$ cat config.mk
export PLATFORM = sky130hd
export DESIGN_NAME = cfx_exec
export DESIGN_NICKNAME = d
export VERILOG_FILES = /design/src/pkg/cfx_pkg.sv /design/src/rtl/cfx_exec.sv /design/src/rtl/cfx_ext_unit.sv /design/src/rtl/cfx_list_pick.sv
export VERILOG_INCLUDE_DIRS = /design/src /design/src/pkg
export SDC_FILE = /design/constraint.sdc
export NUM_CORES = 2
export LEC_CHECK = 0
export BUFFER_PORTS_ARGS = -buffer_cell sky130_fd_sc_hd__buf_4
export CAP_MARGIN = 30
export CORE_ASPECT_RATIO = 1.1
export CORE_MARGIN = 4
export CORE_UTILIZATION = 55
export CTS_CLUSTER_SIZE = 40
export DETAILED_ROUTE_END_ITERATION = 8
export PLACE_DENSITY = 0.72
export RECOVER_POWER = 50
export SLEW_MARGIN = 20
export SYNTH_ARGS = -nofsm -noshare
export SYNTH_HDL_FRONTEND = slang
export SYNTH_SLANG_ARGS = --single-unit
$ cat constraint.sdc
create_clock -name clock_in -period 8.4 [get_ports clock_in]
set_input_delay 1.68 -clock clock_in [delete_from_list [all_inputs] [get_ports clock_in]]
set_output_delay 1.68 -clock clock_in [all_outputs]
set_load 0.05 [all_outputs]
$ cat src/pkg/cfx_defines.svh
// Constants for the flag, stack and multi-register execution group.
// Assumes inclusion by bare name from design files.
`ifndef CFX_DEFINES_SVH
`define CFX_DEFINES_SVH
`define CFX_CLK_PERIOD_NS   40
`define CFX_GPR_COUNT       16
`define CFX_SP_INDEX        4'hF
`define CFX_WORD_STEP       32'h0000_0004
`define CFX_ILM_WIDTH       5
`define CFX_ILM_HIGH_BIT    4
`define CFX_ILM_HIGH_ADD    5'h10
`define CFX_CCR_RESET       8'h00
`define CFX_ILM_RESET       5'h0F
`define CFX_SP_RESET        32'h0000_0000
`endif

$ cat src/pkg/cfx_pkg.sv
// Types for the flag, stack and multi-register execution group.
// Assumes no surrounding context.
package cfx_pkg;
  typedef enum logic [3:0] {
    CFX_OP_NONE  = 4'h0,
    CFX_OP_ANDCC = 4'h1,
    CFX_OP_ORCC  = 4'h2,
    CFX_OP_SETIM = 4'h3,
    CFX_OP_ADJSP = 4'h4,
    CFX_OP_SXB   = 4'h5,
    CFX_OP_ZXB   = 4'h6,
    CFX_OP_SXH   = 4'h7,
    CFX_OP_ZXH   = 4'h8,
    CFX_OP_LDLO  = 4'h9,
    CFX_OP_LDHI  = 4'hA,
    CFX_OP_STLO  = 4'hB,
    CFX_OP_STHI  = 4'hC
  } cfx_op_e;
  typedef enum logic [1:0] {
    CFX_ST_IDLE = 2'b00,
    CFX_ST_MEM  = 2'b01,
    CFX_ST_DONE = 2'b10
  } cfx_state_e;
endpackage : cfx_pkg

$ cat src/rtl/cfx_exec.sv
// Execution of condition-code logic, mask setting, stack adjust,
// extension and multi-register load and store.
// Assumes one instruction offered at a time with start_in while busy_out low,
// and a data memory that answers each access with mem_ready_in.
//
// Behaviour
// - OR immediate into condition code byte
// - Flag logic 1 cycle, 2 if next uses stack
// - Mask set uses immediate bits 4 to 0
// - High mask forces new mask into 16..31
// - Low mask accepts any value unchanged
// - Stack adjust adds sign-extended immediate times four
// - Sign extend low byte or half-word
// - Zero extend low byte or half-word
// - Data flags unchanged; extension, mask one cycle
// - Load ascending, read then add four
// - Store descending, subtract four then write
// - Low load bit n selects register n
// - High load bit n selects register 8+n
// - Low store list bits map reversed
// - High store reversed, bit 0 is 15
// - Loaded stack pointer keeps memory word
// - Stored stack pointer is pre-instruction value
// - Load cycles a(n-1)+b+1, empty list one
// - Store cycles a times n plus one
// - Memory waits stretch; load-use adds interlock
`timescale 1ns/1ps
`include "cfx_defines.svh"
module cfx_exec (
  input  wire logic             clock_in,
  input  wire logic             nrst_in,
  input  wire logic             start_in,
  input  wire cfx_pkg::cfx_op_e op_in,
  input  wire logic [7:0]       imm_in,
  input  wire logic [3:0]       reg_sel_in,
  input  wire logic             next_uses_sp_in,
  input  wire logic             next_uses_load_in,
  input  wire logic             mem_ready_in,
  input  wire logic [31:0]      mem_rdata_in,
  input  wire logic [3:0]       gpr_rd_idx_in,
  output logic      [31:0]      gpr_rd_data_out,
  output logic                  busy_out,
  output logic                  done_out,
  output logic                  mem_req_out,
  output logic                  mem_we_out,
  output logic      [31:0]      mem_addr_out,
  output logic      [31:0]      mem_wdata_out,
  output logic      [7:0]       condition_code_byte_out,
  output logic      [4:0]       interrupt_level_mask_out
);
  ////////////////////////////////////////////////////////////////////////////
  logic [31:0]         gpr_reg [`CFX_GPR_COUNT];
  logic [31:0]         gpr_next [`CFX_GPR_COUNT];
  logic [7:0]          ccr_reg, ccr_next;
  logic [4:0]          ilm_reg, ilm_next;
  cfx_pkg::cfx_state_e state_reg, state_next;
  logic [15:0]         pend_reg, pend_next;
  logic                load_reg, load_next;
  logic                lock_reg, lock_next;
  logic                done_reg, done_next;
  logic [31:0]         sp_orig_reg, sp_orig_next;
  logic [3:0]          idx;
  logic                any;
  logic [15:0]         list16;
  logic [31:0]         ext_res;
  logic [31:0]         sp_adj;
  logic [31:0]         sp_dec;
  logic [4:0]          ilm_req;
  logic                is_ext;

  assign is_ext = (op_in == cfx_pkg::CFX_OP_SXB) || (op_in == cfx_pkg::CFX_OP_ZXB) ||
                  (op_in == cfx_pkg::CFX_OP_SXH) || (op_in == cfx_pkg::CFX_OP_ZXH);

  cfx_ext_unit cfx_ext_unit_inst (
    .src_in    (gpr_reg[reg_sel_in]),
    .half_in   ((op_in == cfx_pkg::CFX_OP_SXH) || (op_in == cfx_pkg::CFX_OP_ZXH)),
    .signed_in ((op_in == cfx_pkg::CFX_OP_SXB) || (op_in == cfx_pkg::CFX_OP_SXH)),
    .res_out   (ext_res)
  );

  cfx_list_pick cfx_list_pick_inst (
    .set_in    (pend_reg),
    .ascend_in (load_reg),
    .idx_out   (idx),
    .any_out   (any)
  );

  // Decode list into a 16-bit register set
  always_comb
  begin
    list16 = 16'h0000;
    for (int i = 0; i < 8; i++)
    begin
      unique case (op_in)
        cfx_pkg::CFX_OP_LDLO: list16[i]     = imm_in[i];
        cfx_pkg::CFX_OP_LDHI: list16[8 + i] = imm_in[i];
        cfx_pkg::CFX_OP_STLO: list16[7 - i] = imm_in[i];
        cfx_pkg::CFX_OP_STHI: list16[15 - i] = imm_in[i];
        default:              ;
      endcase
    end
  end

  assign sp_adj  = gpr_reg[`CFX_SP_INDEX] + {{22{imm_in[7]}}, imm_in, 2'b00};
  assign ilm_req = imm_in[`CFX_ILM_HIGH_BIT:0];

  ////////////////////////////////////////////////////////////////////////////
  // Next state
  always_comb
  begin
    for (int r = 0; r < `CFX_GPR_COUNT; r++)
      gpr_next[r] = gpr_reg[r];
    ccr_next     = ccr_reg;
    ilm_next     = ilm_reg;
    state_next   = state_reg;
    pend_next    = pend_reg;
    load_next    = load_reg;
    lock_next    = 1'b0;
    done_next    = 1'b0;
    sp_orig_next = sp_orig_reg;
    unique case (state_reg)
      cfx_pkg::CFX_ST_IDLE:
      begin
        // Interlock cycle refuses a new instruction
        if (start_in && !lock_reg)
        begin
          unique case (op_in)
            cfx_pkg::CFX_OP_ANDCC:
            begin
              ccr_next  = ccr_reg & imm_in;
              lock_next = next_uses_sp_in;
            end
            cfx_pkg::CFX_OP_ORCC:
            begin
              ccr_next  = ccr_reg | imm_in;
              lock_next = next_uses_sp_in;
            end
            cfx_pkg::CFX_OP_SETIM:
            begin
              if (ilm_reg[`CFX_ILM_HIGH_BIT] && !ilm_req[`CFX_ILM_HIGH_BIT])
                ilm_next = ilm_req + `CFX_ILM_HIGH_ADD;
              else
                ilm_next = ilm_req;
            end
            cfx_pkg::CFX_OP_ADJSP: gpr_next[`CFX_SP_INDEX] = sp_adj;
            cfx_pkg::CFX_OP_LDLO, cfx_pkg::CFX_OP_LDHI,
            cfx_pkg::CFX_OP_STLO, cfx_pkg::CFX_OP_STHI:
            begin
              // Empty list finishes here without touching memory
              if (|list16)
              begin
                pend_next    = list16;
                load_next    = (op_in == cfx_pkg::CFX_OP_LDLO) ||
                               (op_in == cfx_pkg::CFX_OP_LDHI);
                sp_orig_next = gpr_reg[`CFX_SP_INDEX];
                state_next   = cfx_pkg::CFX_ST_MEM;
              end
            end
            default:
            begin
              if (is_ext)
                gpr_next[reg_sel_in] = ext_res;
            end
          endcase
        end
      end
      cfx_pkg::CFX_ST_MEM:
      begin
        // Request stands every cycle; ready stretches each word
        if (mem_ready_in)
        begin
          pend_next = pend_reg & ~(16'h0001 << idx);
          if (load_reg)
          begin
            gpr_next[`CFX_SP_INDEX] = gpr_reg[`CFX_SP_INDEX] + `CFX_WORD_STEP;
            gpr_next[idx]           = mem_rdata_in;
          end
          else
            gpr_next[`CFX_SP_INDEX] = sp_dec;
          if (pend_next == 16'h0000)
          begin
            // No trailing state, so the counts stay exact
            state_next = cfx_pkg::CFX_ST_IDLE;
            done_next  = 1'b1;
            lock_next  = load_reg && next_uses_load_in;
          end
        end
      end
      default:              state_next = cfx_pkg::CFX_ST_IDLE;
    endcase
  end

  ////////////////////////////////////////////////////////////////////////////
  always_ff @(posedge clock_in or negedge nrst_in)
  begin
    if (!nrst_in)
    begin
      for (int r = 0; r < `CFX_GPR_COUNT; r++)
        gpr_reg[r] <= `CFX_SP_RESET;
      ccr_reg     <= `CFX_CCR_RESET;
      ilm_reg     <= `CFX_ILM_RESET;
      state_reg   <= cfx_pkg::CFX_ST_IDLE;
      pend_reg    <= 16'h0000;
      load_reg    <= 1'b0;
      lock_reg    <= 1'b0;
      done_reg    <= 1'b0;
      sp_orig_reg <= `CFX_SP_RESET;
    end
    else
    begin
      for (int r = 0; r < `CFX_GPR_COUNT; r++)
        gpr_reg[r] <= gpr_next[r];
      ccr_reg     <= ccr_next;
      ilm_reg     <= ilm_next;
      state_reg   <= state_next;
      pend_reg    <= pend_next;
      load_reg    <= load_next;
      lock_reg    <= lock_next;
      done_reg    <= done_next;
      sp_orig_reg <= sp_orig_next;
    end
  end

  ////////////////////////////////////////////////////////////////////////////
  // Store addresses the decremented pointer; it only commits on ready
  assign sp_dec        = gpr_reg[`CFX_SP_INDEX] - `CFX_WORD_STEP;
  assign busy_out      = (state_reg != cfx_pkg::CFX_ST_IDLE) || lock_reg;
  assign done_out      = done_reg;
  assign mem_req_out   = (state_reg == cfx_pkg::CFX_ST_MEM);
  assign mem_we_out    = mem_req_out && !load_reg;
  assign mem_addr_out  = load_reg ? gpr_reg[`CFX_SP_INDEX] : sp_dec;
  assign mem_wdata_out = (idx == `CFX_SP_INDEX) ? sp_orig_reg : gpr_reg[idx];
  assign gpr_rd_data_out          = gpr_reg[gpr_rd_idx_in];
  assign condition_code_byte_out  = ccr_reg;
  assign interrupt_level_mask_out = ilm_reg;

  ////////////////////////////////////////////////////////////////////////////
  a_and_ccr: assert property (@(posedge clock_in) disable iff (!nrst_in)
    (state_reg == cfx_pkg::CFX_ST_IDLE && start_in && op_in == cfx_pkg::CFX_OP_ANDCC)
    |=> condition_code_byte_out == ($past(ccr_reg) & $past(imm_in)))
    else $error("and of condition byte wrong");
  a_or_ccr: assert property (@(posedge clock_in) disable iff (!nrst_in)
    (state_reg == cfx_pkg::CFX_ST_IDLE && start_in && op_in == cfx_pkg::CFX_OP_ORCC)
    |=> condition_code_byte_out == ($past(ccr_reg) | $past(imm_in)))
    else $error("or of condition byte wrong");
  a_mask_high: assert property (@(posedge clock_in) disable iff (!nrst_in)
    (state_reg == cfx_pkg::CFX_ST_IDLE && start_in && op_in == cfx_pkg::CFX_OP_SETIM
     && ilm_reg[4]) |=> interrupt_level_mask_out == {1'b1, $past(imm_in[3:0])})
    else $error("high mask not kept high");
  a_mask_low: assert property (@(posedge clock_in) disable iff (!nrst_in)
    (state_reg == cfx_pkg::CFX_ST_IDLE && start_in && op_in == cfx_pkg::CFX_OP_SETIM
     && !ilm_reg[4]) |=> interrupt_level_mask_out == $past(imm_in[4:0]))
    else $error("low mask value altered");
  a_sp_adjust: assert property (@(posedge clock_in) disable iff (!nrst_in)
    (state_reg == cfx_pkg::CFX_ST_IDLE && start_in && op_in == cfx_pkg::CFX_OP_ADJSP)
    |=> gpr_reg[15] == $past(gpr_reg[15]) + {{22{$past(imm_in[7])}}, $past(imm_in), 2'b00})
    else $error("stack adjust wrong");
  a_empty_list: assert property (@(posedge clock_in) disable iff (!nrst_in)
    (state_reg == cfx_pkg::CFX_ST_IDLE && start_in && op_in >= cfx_pkg::CFX_OP_LDLO
     && imm_in == 8'h00) |=> (!mem_req_out && gpr_reg[15] == $past(gpr_reg[15])))
    else $error("empty list touched memory");
  a_ccr_lock: assert property (@(posedge clock_in) disable iff (!nrst_in)
    (state_reg == cfx_pkg::CFX_ST_IDLE && start_in && !lock_reg && next_uses_sp_in &&
     (op_in == cfx_pkg::CFX_OP_ANDCC || op_in == cfx_pkg::CFX_OP_ORCC))
    |=> busy_out ##1 !busy_out)
    else $error("interlock cycle missing");
  a_store_addr: assert property (@(posedge clock_in) disable iff (!nrst_in)
    (state_reg == cfx_pkg::CFX_ST_IDLE && start_in && !lock_reg && imm_in != 8'h00 &&
     (op_in == cfx_pkg::CFX_OP_STLO || op_in == cfx_pkg::CFX_OP_STHI))
    |=> mem_we_out && mem_addr_out == $past(gpr_reg[15]) - 32'h0000_0004)
    else $error("store address not predecremented");
  a_ext_byte: assert property (@(posedge clock_in) disable iff (!nrst_in)
    (state_reg == cfx_pkg::CFX_ST_IDLE && start_in && !lock_reg &&
     op_in == cfx_pkg::CFX_OP_SXB) |=> gpr_reg[$past(reg_sel_in)] ==
    {{24{$past(gpr_reg[reg_sel_in][7])}}, $past(gpr_reg[reg_sel_in][7:0])})
    else $error("byte sign extension wrong");
  a_ext_half: assert property (@(posedge clock_in) disable iff (!nrst_in)
    (state_reg == cfx_pkg::CFX_ST_IDLE && start_in && !lock_reg &&
     op_in == cfx_pkg::CFX_OP_ZXH) |=> gpr_reg[$past(reg_sel_in)] ==
    {16'h0000, $past(gpr_reg[reg_sel_in][15:0])})
    else $error("half-word zero extension wrong");
  a_load_data: assert property (@(posedge clock_in) disable iff (!nrst_in)
    (state_reg == cfx_pkg::CFX_ST_MEM && load_reg && mem_ready_in)
    |=> gpr_reg[$past(idx)] == $past(mem_rdata_in))
    else $error("loaded word not written");
  a_load_step: assert property (@(posedge clock_in) disable iff (!nrst_in)
    (state_reg == cfx_pkg::CFX_ST_MEM && load_reg && mem_ready_in && idx != 4'hF)
    |=> gpr_reg[15] == $past(gpr_reg[15]) + 32'h0000_0004)
    else $error("load pointer not advanced");
  a_store_step: assert property (@(posedge clock_in) disable iff (!nrst_in)
    (state_reg == cfx_pkg::CFX_ST_MEM && !load_reg && mem_ready_in)
    |=> gpr_reg[15] == $past(gpr_reg[15]) - 32'h0000_0004)
    else $error("store pointer not lowered");
  // Stack pointer is the first word stored, so it is still untouched here
  a_store_sp: assert property (@(posedge clock_in) disable iff (!nrst_in)
    (state_reg == cfx_pkg::CFX_ST_MEM && !load_reg && idx == 4'hF)
    |-> mem_wdata_out == gpr_reg[15])
    else $error("stored pointer not original");
  a_load_lock: assert property (@(posedge clock_in) disable iff (!nrst_in)
    (state_reg == cfx_pkg::CFX_ST_MEM && load_reg && mem_ready_in && $onehot(pend_reg)
     && next_uses_load_in) |=> busy_out && state_reg == cfx_pkg::CFX_ST_IDLE)
    else $error("load-use interlock missing");
  a_req_hold: assert property (@(posedge clock_in) disable iff (!nrst_in)
    (mem_req_out && !mem_ready_in) |=> mem_req_out && $stable(mem_addr_out))
    else $error("access dropped before ready");
endmodule : cfx_exec

$ cat src/rtl/cfx_ext_unit.sv
// Byte and half-word sign or zero extension.
// Assumes the selected register value arrives on src_in.
`timescale 1ns/1ps
module cfx_ext_unit (
  input  wire logic [31:0] src_in,
  input  wire logic        half_in,
  input  wire logic        signed_in,
  output logic      [31:0] res_out
);
  always_comb
  begin
    if (half_in)
      res_out = {{16{signed_in & src_in[15]}}, src_in[15:0]};
    else
      res_out = {{24{signed_in & src_in[7]}}, src_in[7:0]};
  end
endmodule : cfx_ext_unit

$ cat src/rtl/cfx_list_pick.sv
// Picks the next register from a 16-bit selection set.
// Ascending picks the lowest set bit, otherwise the highest.
`timescale 1ns/1ps
module cfx_list_pick (
  input  wire logic [15:0] set_in,
  input  wire logic        ascend_in,
  output logic      [3:0]  idx_out,
  output logic             any_out
);
  always_comb
  begin
    idx_out = 4'h0;
    any_out = |set_in;
    if (ascend_in)
    begin
      for (int i = 15; i >= 0; i--)
        if (set_in[i])
          idx_out = 4'(i);
    end
    else
    begin
      for (int i = 0; i < 16; i++)
        if (set_in[i])
          idx_out = 4'(i);
    end
  end
endmodule : cfx_list_pick

==> summary by stage <==
Run status
The run finished, with violations left. The final reports fail on capacitance limit, slew limit.

Clock network
The insertion delay to the later sink of the worst-skew pair is approximately 0.62 ns. Clock tree synthesis inserted a total of 66 buffers. The quantity of hold-fixing buffers added after cts is 0. Once the clock tree was built, the setup fixing pass inserted 0 buffers.

In this run the deepest clock path goes through 3 buffers. The clock root buffer master is sky130_fd_sc_hd__clkbuf_16. The tree built by TritonCTS fans out to a little under 600 sinks. The clock transition at the registers of the reported paths is about 0.06 ns. The number of gates resized after CTS was 0. In this run the number of H-tree levels came out at 3. TritonCTS built the clock tree.

Synth
The synthesized design contains about 580 register bits. The number of synthesized flops with an enable pin is 0. The proportion of synthesized flip-flops having asynchronous set or reset is 1.000. The synthesized netlist contains roughly 90 unique library cells. The portion of synthesized cell area occupied by the leading cell type is 0.3578. The cell count after synthesis is 4594. The leading register cell type out of synthesis is sky130_fd_sc_hd__dfrtp_1.

The Yosys step of the flow raised 0 warnings. The largest area contributor in the synthesized netlist is sky130_fd_sc_hd__dfrtp_1. By area the synthesized netlist is led by sky130_fd_sc_hd__dfrtp_1 (36%), sky130_fd_sc_hd__mux4_2 (13%), sky130_fd_sc_hd__nand2_1 (9.6%), sky130_fd_sc_hd__o21ai_0 (6.7%), sky130_fd_sc_hd__o22a_1 (4.9%). The synthesized area per cell is a little under 9 um2.

The cell area after synthesis is ~40000 um2. For this run, the register share of the synthesized area comes to 0.3604. The number of nets handed over by synthesis was between 4000 and 5000.

Worst setup path
The worst reg-to-reg setup slack is between 2 and 3 ns. The sum of buffers and inverters on the critical path is 4. The maximum fanout encountered on the critical timing path is 32. The timing endpoint of the critical path is pend_reg[15].

The endpoint identified for the worst register-to-register timing path is sp_orig_reg[19]. The slowest stage of the critical path belongs to the cell sky130_fd_sc_hd__clkbuf_1. The setup path with the least slack is of type in -> reg. For this run, the slowest stage of the critical path takes about 1.3 ns. The top cell family by delay on the critical path is buffers and inverters.

The most prevalent standard cell on the critical path is sky130_fd_sc_hd__clkbuf_1. In this run the number of cells on the critical path is 11. At the worst endpoint, the arrival time is approximately 7.6 ns.

Tracing the worst setup path back leads to its startpoint at op_in[1]. STA puts the critical path data required time at roughly 8.9 ns. The startpoint identified for the worst register-to-register timing path is state_reg[0]. The kind of start point of the critical path is an input port. The number of cells on the worst reg-to-reg path is 9. The critical path goes through clkbuf_1, nor2b_1, a22oi_1, nor2_1, a211oi_1, nand3_1, o41ai_1, clkbuf_1, inv_1, clkbuf_1, a22o_1. The critical path capture point type is a flip-flop.

Global route
The number of antenna violations at the first check in global routing is 5. The met1 usage in global routing is 0.5392. The global-route met3 utilization is 0.1686. The global routing stage identified its most utilized layer as met2.

After global routing the overflow that remains totals 0. The total global routing track utilization is 0.4183. The via count of the first global-routing pass is between 30000 and 40000.

In the global route stage, met2 resource usage came out at 0.5881. The wire length of the first global-routing pass is ~240000 um. Entering global routing, the biggest net connects between 150 and 200 pins.

STA
Static timing analysis puts the maximum clock frequency at 140.9 MHz. Setup repair after global routing left no endpoint under its margin. The post-route setup TNS is 0 ns. The clock arrives with between 0.015 and 0.02 ns of skew. The slew at the pin closest to its max-slew limit is between 5 and 6 ns. The minimum hold slack is between 0.4 and 0.5 ns. The final hold violation count is 0.

The time the final worst path needs with I/O delays and setup is between 7 and 8 ns. The count of final setup violators is 0. The post-layout worst setup margin is 1.303 ns. The share of the clock period used by the worst path is 0.8449. The number of max-slew violations in the final report came to around 220. Measured against its own limit, the worst slew margin works out to -2.619.

Routing
For this block, the initial DRC count from the detailed router was 6165. The overall routed net length is around 170000 um. For this run, design rule violations remaining after detail routing come to 0.

The number of iterations in the first detailed-routing pass is 7. The via count is roughly 40000. Using the TritonRoute via totals, the vias-per-cell ratio works out to 7.184. Dividing the detail-routed wire length by the instance count gives between 30 and 40 um. In this run the remaining antenna-violating nets after routing total 0.

Layout
At the end of the flow, the number of nets in the layout was between 4000 and 5000. The layout overhead on the synthesized area is 10.56%. Fill cells in the final layout number slightly above 6000. The number of flip-flops under the largest register name is between 500 and 600. Of the cells placed in the final design, the portion with a size suffix greater than 1 is 0.1581.

The design area is about 44000 um2.

Pwr
In this run the power spent charging and discharging nets is just over 8 mW. Summed over all cells, the static leakage comes to about 18 nW. The overall power after layout is 15.45 mW. The switching portion of total power is 0.5329. The share of total power dissipated in sequential elements is 0.230.

The clock share of power is 0.196. Power spread over the standard cell area amounts to approximately 350 nW/um2. The cell-internal power is 7.217 mW. The share of total power dissipated in combinational logic is 0.574. The worst vdd rail ir drop is 631.6 uV.

Floorplanning
The die outline area is between 70000 and 80000 um2. The chip width is roughly 270 um. For this design the top-level I/O count stands at about 170. The die span in y is 291.1 um. The area inside the core boundary is 72040 um2. For this configuration, the core starts out at a cell density of 0.5562. Row generation in the floorplan step produced slightly above 100 rows.

Place
The placed instance area is 42130 um2. The pre-CTS setup slack is between 2 and 2.5 ns. The wire-length estimate of the detail-placed layout is between 100000 and 150000 um. The number of input and output port buffers inserted is between 150 and 200.

The congestion estimate from routability-driven global placement came to approximately 0.96.

Min path
The path type of the worst min-delay path is reg -> reg.

Flow run
The number of max-cap violations is 5.
cell usage after synthesis (7+ instances only):
| cell type | number |
|---|---|
| sky130_fd_sc_hd__nand2_1 | 1021 |
| sky130_fd_sc_hd__dfrtp_1 | 573 |
| sky130_fd_sc_hd__o21ai_0 | 537 |
| sky130_fd_sc_hd__a21oi_1 | 374 |
| sky130_fd_sc_hd__clkbuf_1 | 341 |
| sky130_fd_sc_hd__mux4_2 | 232 |
| sky130_fd_sc_hd__o22a_1 | 224 |
| sky130_fd_sc_hd__nor2_1 | 188 |
| sky130_fd_sc_hd__nand3_1 | 171 |
| sky130_fd_sc_hd__mux2i_1 | 146 |
| sky130_fd_sc_hd__buf_2 | 72 |
| sky130_fd_sc_hd__a31oi_1 | 67 |
| sky130_fd_sc_hd__xor2_1 | 56 |
| sky130_fd_sc_hd__xnor2_1 | 39 |
| sky130_fd_sc_hd__buf_1 | 35 |
| sky130_fd_sc_hd__nor3_1 | 32 |
| sky130_fd_sc_hd__ha_1 | 31 |
| sky130_fd_sc_hd__a21o_1 | 30 |
| sky130_fd_sc_hd__inv_1 | 28 |
| sky130_fd_sc_hd__and3_1 | 27 |
| sky130_fd_sc_hd__o22ai_1 | 23 |
| sky130_fd_sc_hd__nand4_1 | 20 |
| sky130_fd_sc_hd__a32oi_1 | 18 |
| sky130_fd_sc_hd__o221ai_1 | 18 |
| sky130_fd_sc_hd__and2_0 | 17 |
| sky130_fd_sc_hd__o211ai_1 | 17 |
| sky130_fd_sc_hd__or3_1 | 17 |
| sky130_fd_sc_hd__o21ai_1 | 16 |
| sky130_fd_sc_hd__mux2_2 | 15 |
| sky130_fd_sc_hd__nand2b_1 | 14 |
| sky130_fd_sc_hd__o21a_1 | 13 |
| sky130_fd_sc_hd__nor4_1 | 12 |
| sky130_fd_sc_hd__a211oi_1 | 10 |
| sky130_fd_sc_hd__nor2b_1 | 10 |
| sky130_fd_sc_hd__nor3_2 | 10 |
| sky130_fd_sc_hd__a22oi_1 | 9 |
| sky130_fd_sc_hd__buf_4 | 9 |
| sky130_fd_sc_hd__o31ai_1 | 9 |
| sky130_fd_sc_hd__nor3b_1 | 7 |
per-layer routing:
layer	part of all wire	wire, um	vias up
li1	-	-	16540
met1	0.35	57880	18730
met2	0.41	68350	3421
met3	0.16	26820	880
met4	0.081	13450	6
met5	0.0011	186	-
placed cells by master, fill, tap and decap left out, types with 12 or more instances in the layout:
| cell type | n |
|---|---|
| sky130_fd_sc_hd__buf_8 | 13 |
| sky130_fd_sc_hd__a21o_1 | 18 |
| sky130_fd_sc_hd__a21oi_1 | 372 |
| sky130_fd_sc_hd__dfrtp_1 | 572 |
| sky130_fd_sc_hd__o211ai_1 | 17 |
| sky130_fd_sc_hd__o21a_1 | 13 |
| sky130_fd_sc_hd__nor4_1 | 12 |
| sky130_fd_sc_hd__nor3_1 | 30 |
| sky130_fd_sc_hd__clkbuf_1 | 42 |
| sky130_fd_sc_hd__and3_1 | 27 |
| sky130_fd_sc_hd__nand2_1 | 1021 |
| sky130_fd_sc_hd__inv_1 | 28 |
| sky130_fd_sc_hd__buf_4 | 252 |
| sky130_fd_sc_hd__a32oi_1 | 18 |
| sky130_fd_sc_hd__o221ai_1 | 18 |
| sky130_fd_sc_hd__and2_0 | 17 |
| sky130_fd_sc_hd__nand3_1 | 171 |
| sky130_fd_sc_hd__o21ai_1 | 14 |
| sky130_fd_sc_hd__o22ai_1 | 23 |
| sky130_fd_sc_hd__clkbuf_16 | 69 |
| sky130_fd_sc_hd__nand2b_1 | 14 |
| sky130_fd_sc_hd__or3_1 | 17 |
| sky130_fd_sc_hd__a31oi_1 | 66 |
| sky130_fd_sc_hd__nor2_2 | 13 |
| sky130_fd_sc_hd__nor2_1 | 173 |
| sky130_fd_sc_hd__o22a_1 | 224 |
| sky130_fd_sc_hd__clkbuf_8 | 15 |
| sky130_fd_sc_hd__xnor2_1 | 39 |
| sky130_fd_sc_hd__ha_1 | 31 |
| sky130_fd_sc_hd__mux4_2 | 232 |
| sky130_fd_sc_hd__xor2_1 | 56 |
| sky130_fd_sc_hd__mux2_2 | 15 |
| sky130_fd_sc_hd__o21ai_0 | 537 |
| sky130_fd_sc_hd__nand4_1 | 20 |
| sky130_fd_sc_hd__mux2i_1 | 146 |
worst reg2reg max path: cells and delay by family (launching register included):
family	cells	cell delay (ns)
flops	1	0.93
compound gates	1	0.28
simple gates	5	1.50
buf+inv	3	3.11
stage by stage:
step           utilization  instances
3_3_place_gp        0.5805       5362
4_1_cts             0.6151       5496
3_5_place_dp        0.5848       5382
5_1_grt             0.6149       5506
6_report            0.6150       5509
2_1_floorplan            -       4594
area by class of cell:
class / count / area (um2) / area share
clock inverter: 16 / 198.9 / 0.004491
timing repair buffer: 314 / 2547 / 0.05750
clock buffer: 98 / 1986 / 0.04482
tap: 945 / 1182 / 0.02669
inverter: 29 / 108.9 / 0.002457
sequential: 577 / 14450 / 0.3261
antenna: 4 / 10.01 / 0.0002259
multi-input combinational: 3526 / 23820 / 0.5377
power by group through the flow:
stage | combinational (mW) | clock (mW) | sequential [mW]
floorplan | 5.59 | 0 | 3.32
global placement | 8.34 | 0 | 3.57
detailed placement | 8.45 | 0 | 3.57
CTS | 8.49 | 3.01 | 3.52
global route | 9.05 | 3.12 | 3.58
finish | 8.86 | 3.03 | 3.56
cell families (layout without fill, tap and decap cells):
family / after synthesis / after routing / synth area share
and+or+nand+nor: 1590 / 1590 / 0.1714
AOI/OAI and AO/OA: 1416 / 1416 / 0.2162
DFF: 577 / 577 / 0.3604
buffers and inverters: 491 / 457 / 0.05002
muxes: 393 / 393 / 0.1711
xor gates and xnor gates: 95 / 95 / 0.02076
adders and majority gates: 32 / 32 / 0.01018
other: 0 / 4 / 0
worst min path at each step:
stage	from	endpoint	slack [ns]	cells past startpoint
final	interrupt_level_mask_out[4]	interrupt_level_mask_out[4]	0.48	1
after global routing	interrupt_level_mask_out[4]	interrupt_level_mask_out[4]	0.49	1
after CTS	sp_orig_reg[14]	sp_orig_reg[14]	0.48	2
after detailed placement	interrupt_level_mask_out[4]	interrupt_level_mask_out[4]	0.46	1
after global placement	interrupt_level_mask_out[4]	interrupt_level_mask_out[4]	0.45	1
after floorplan	sp_orig_reg[0]	sp_orig_reg[0]	0.45	2
Note: power is estimated with default switching activity, not from simulation.
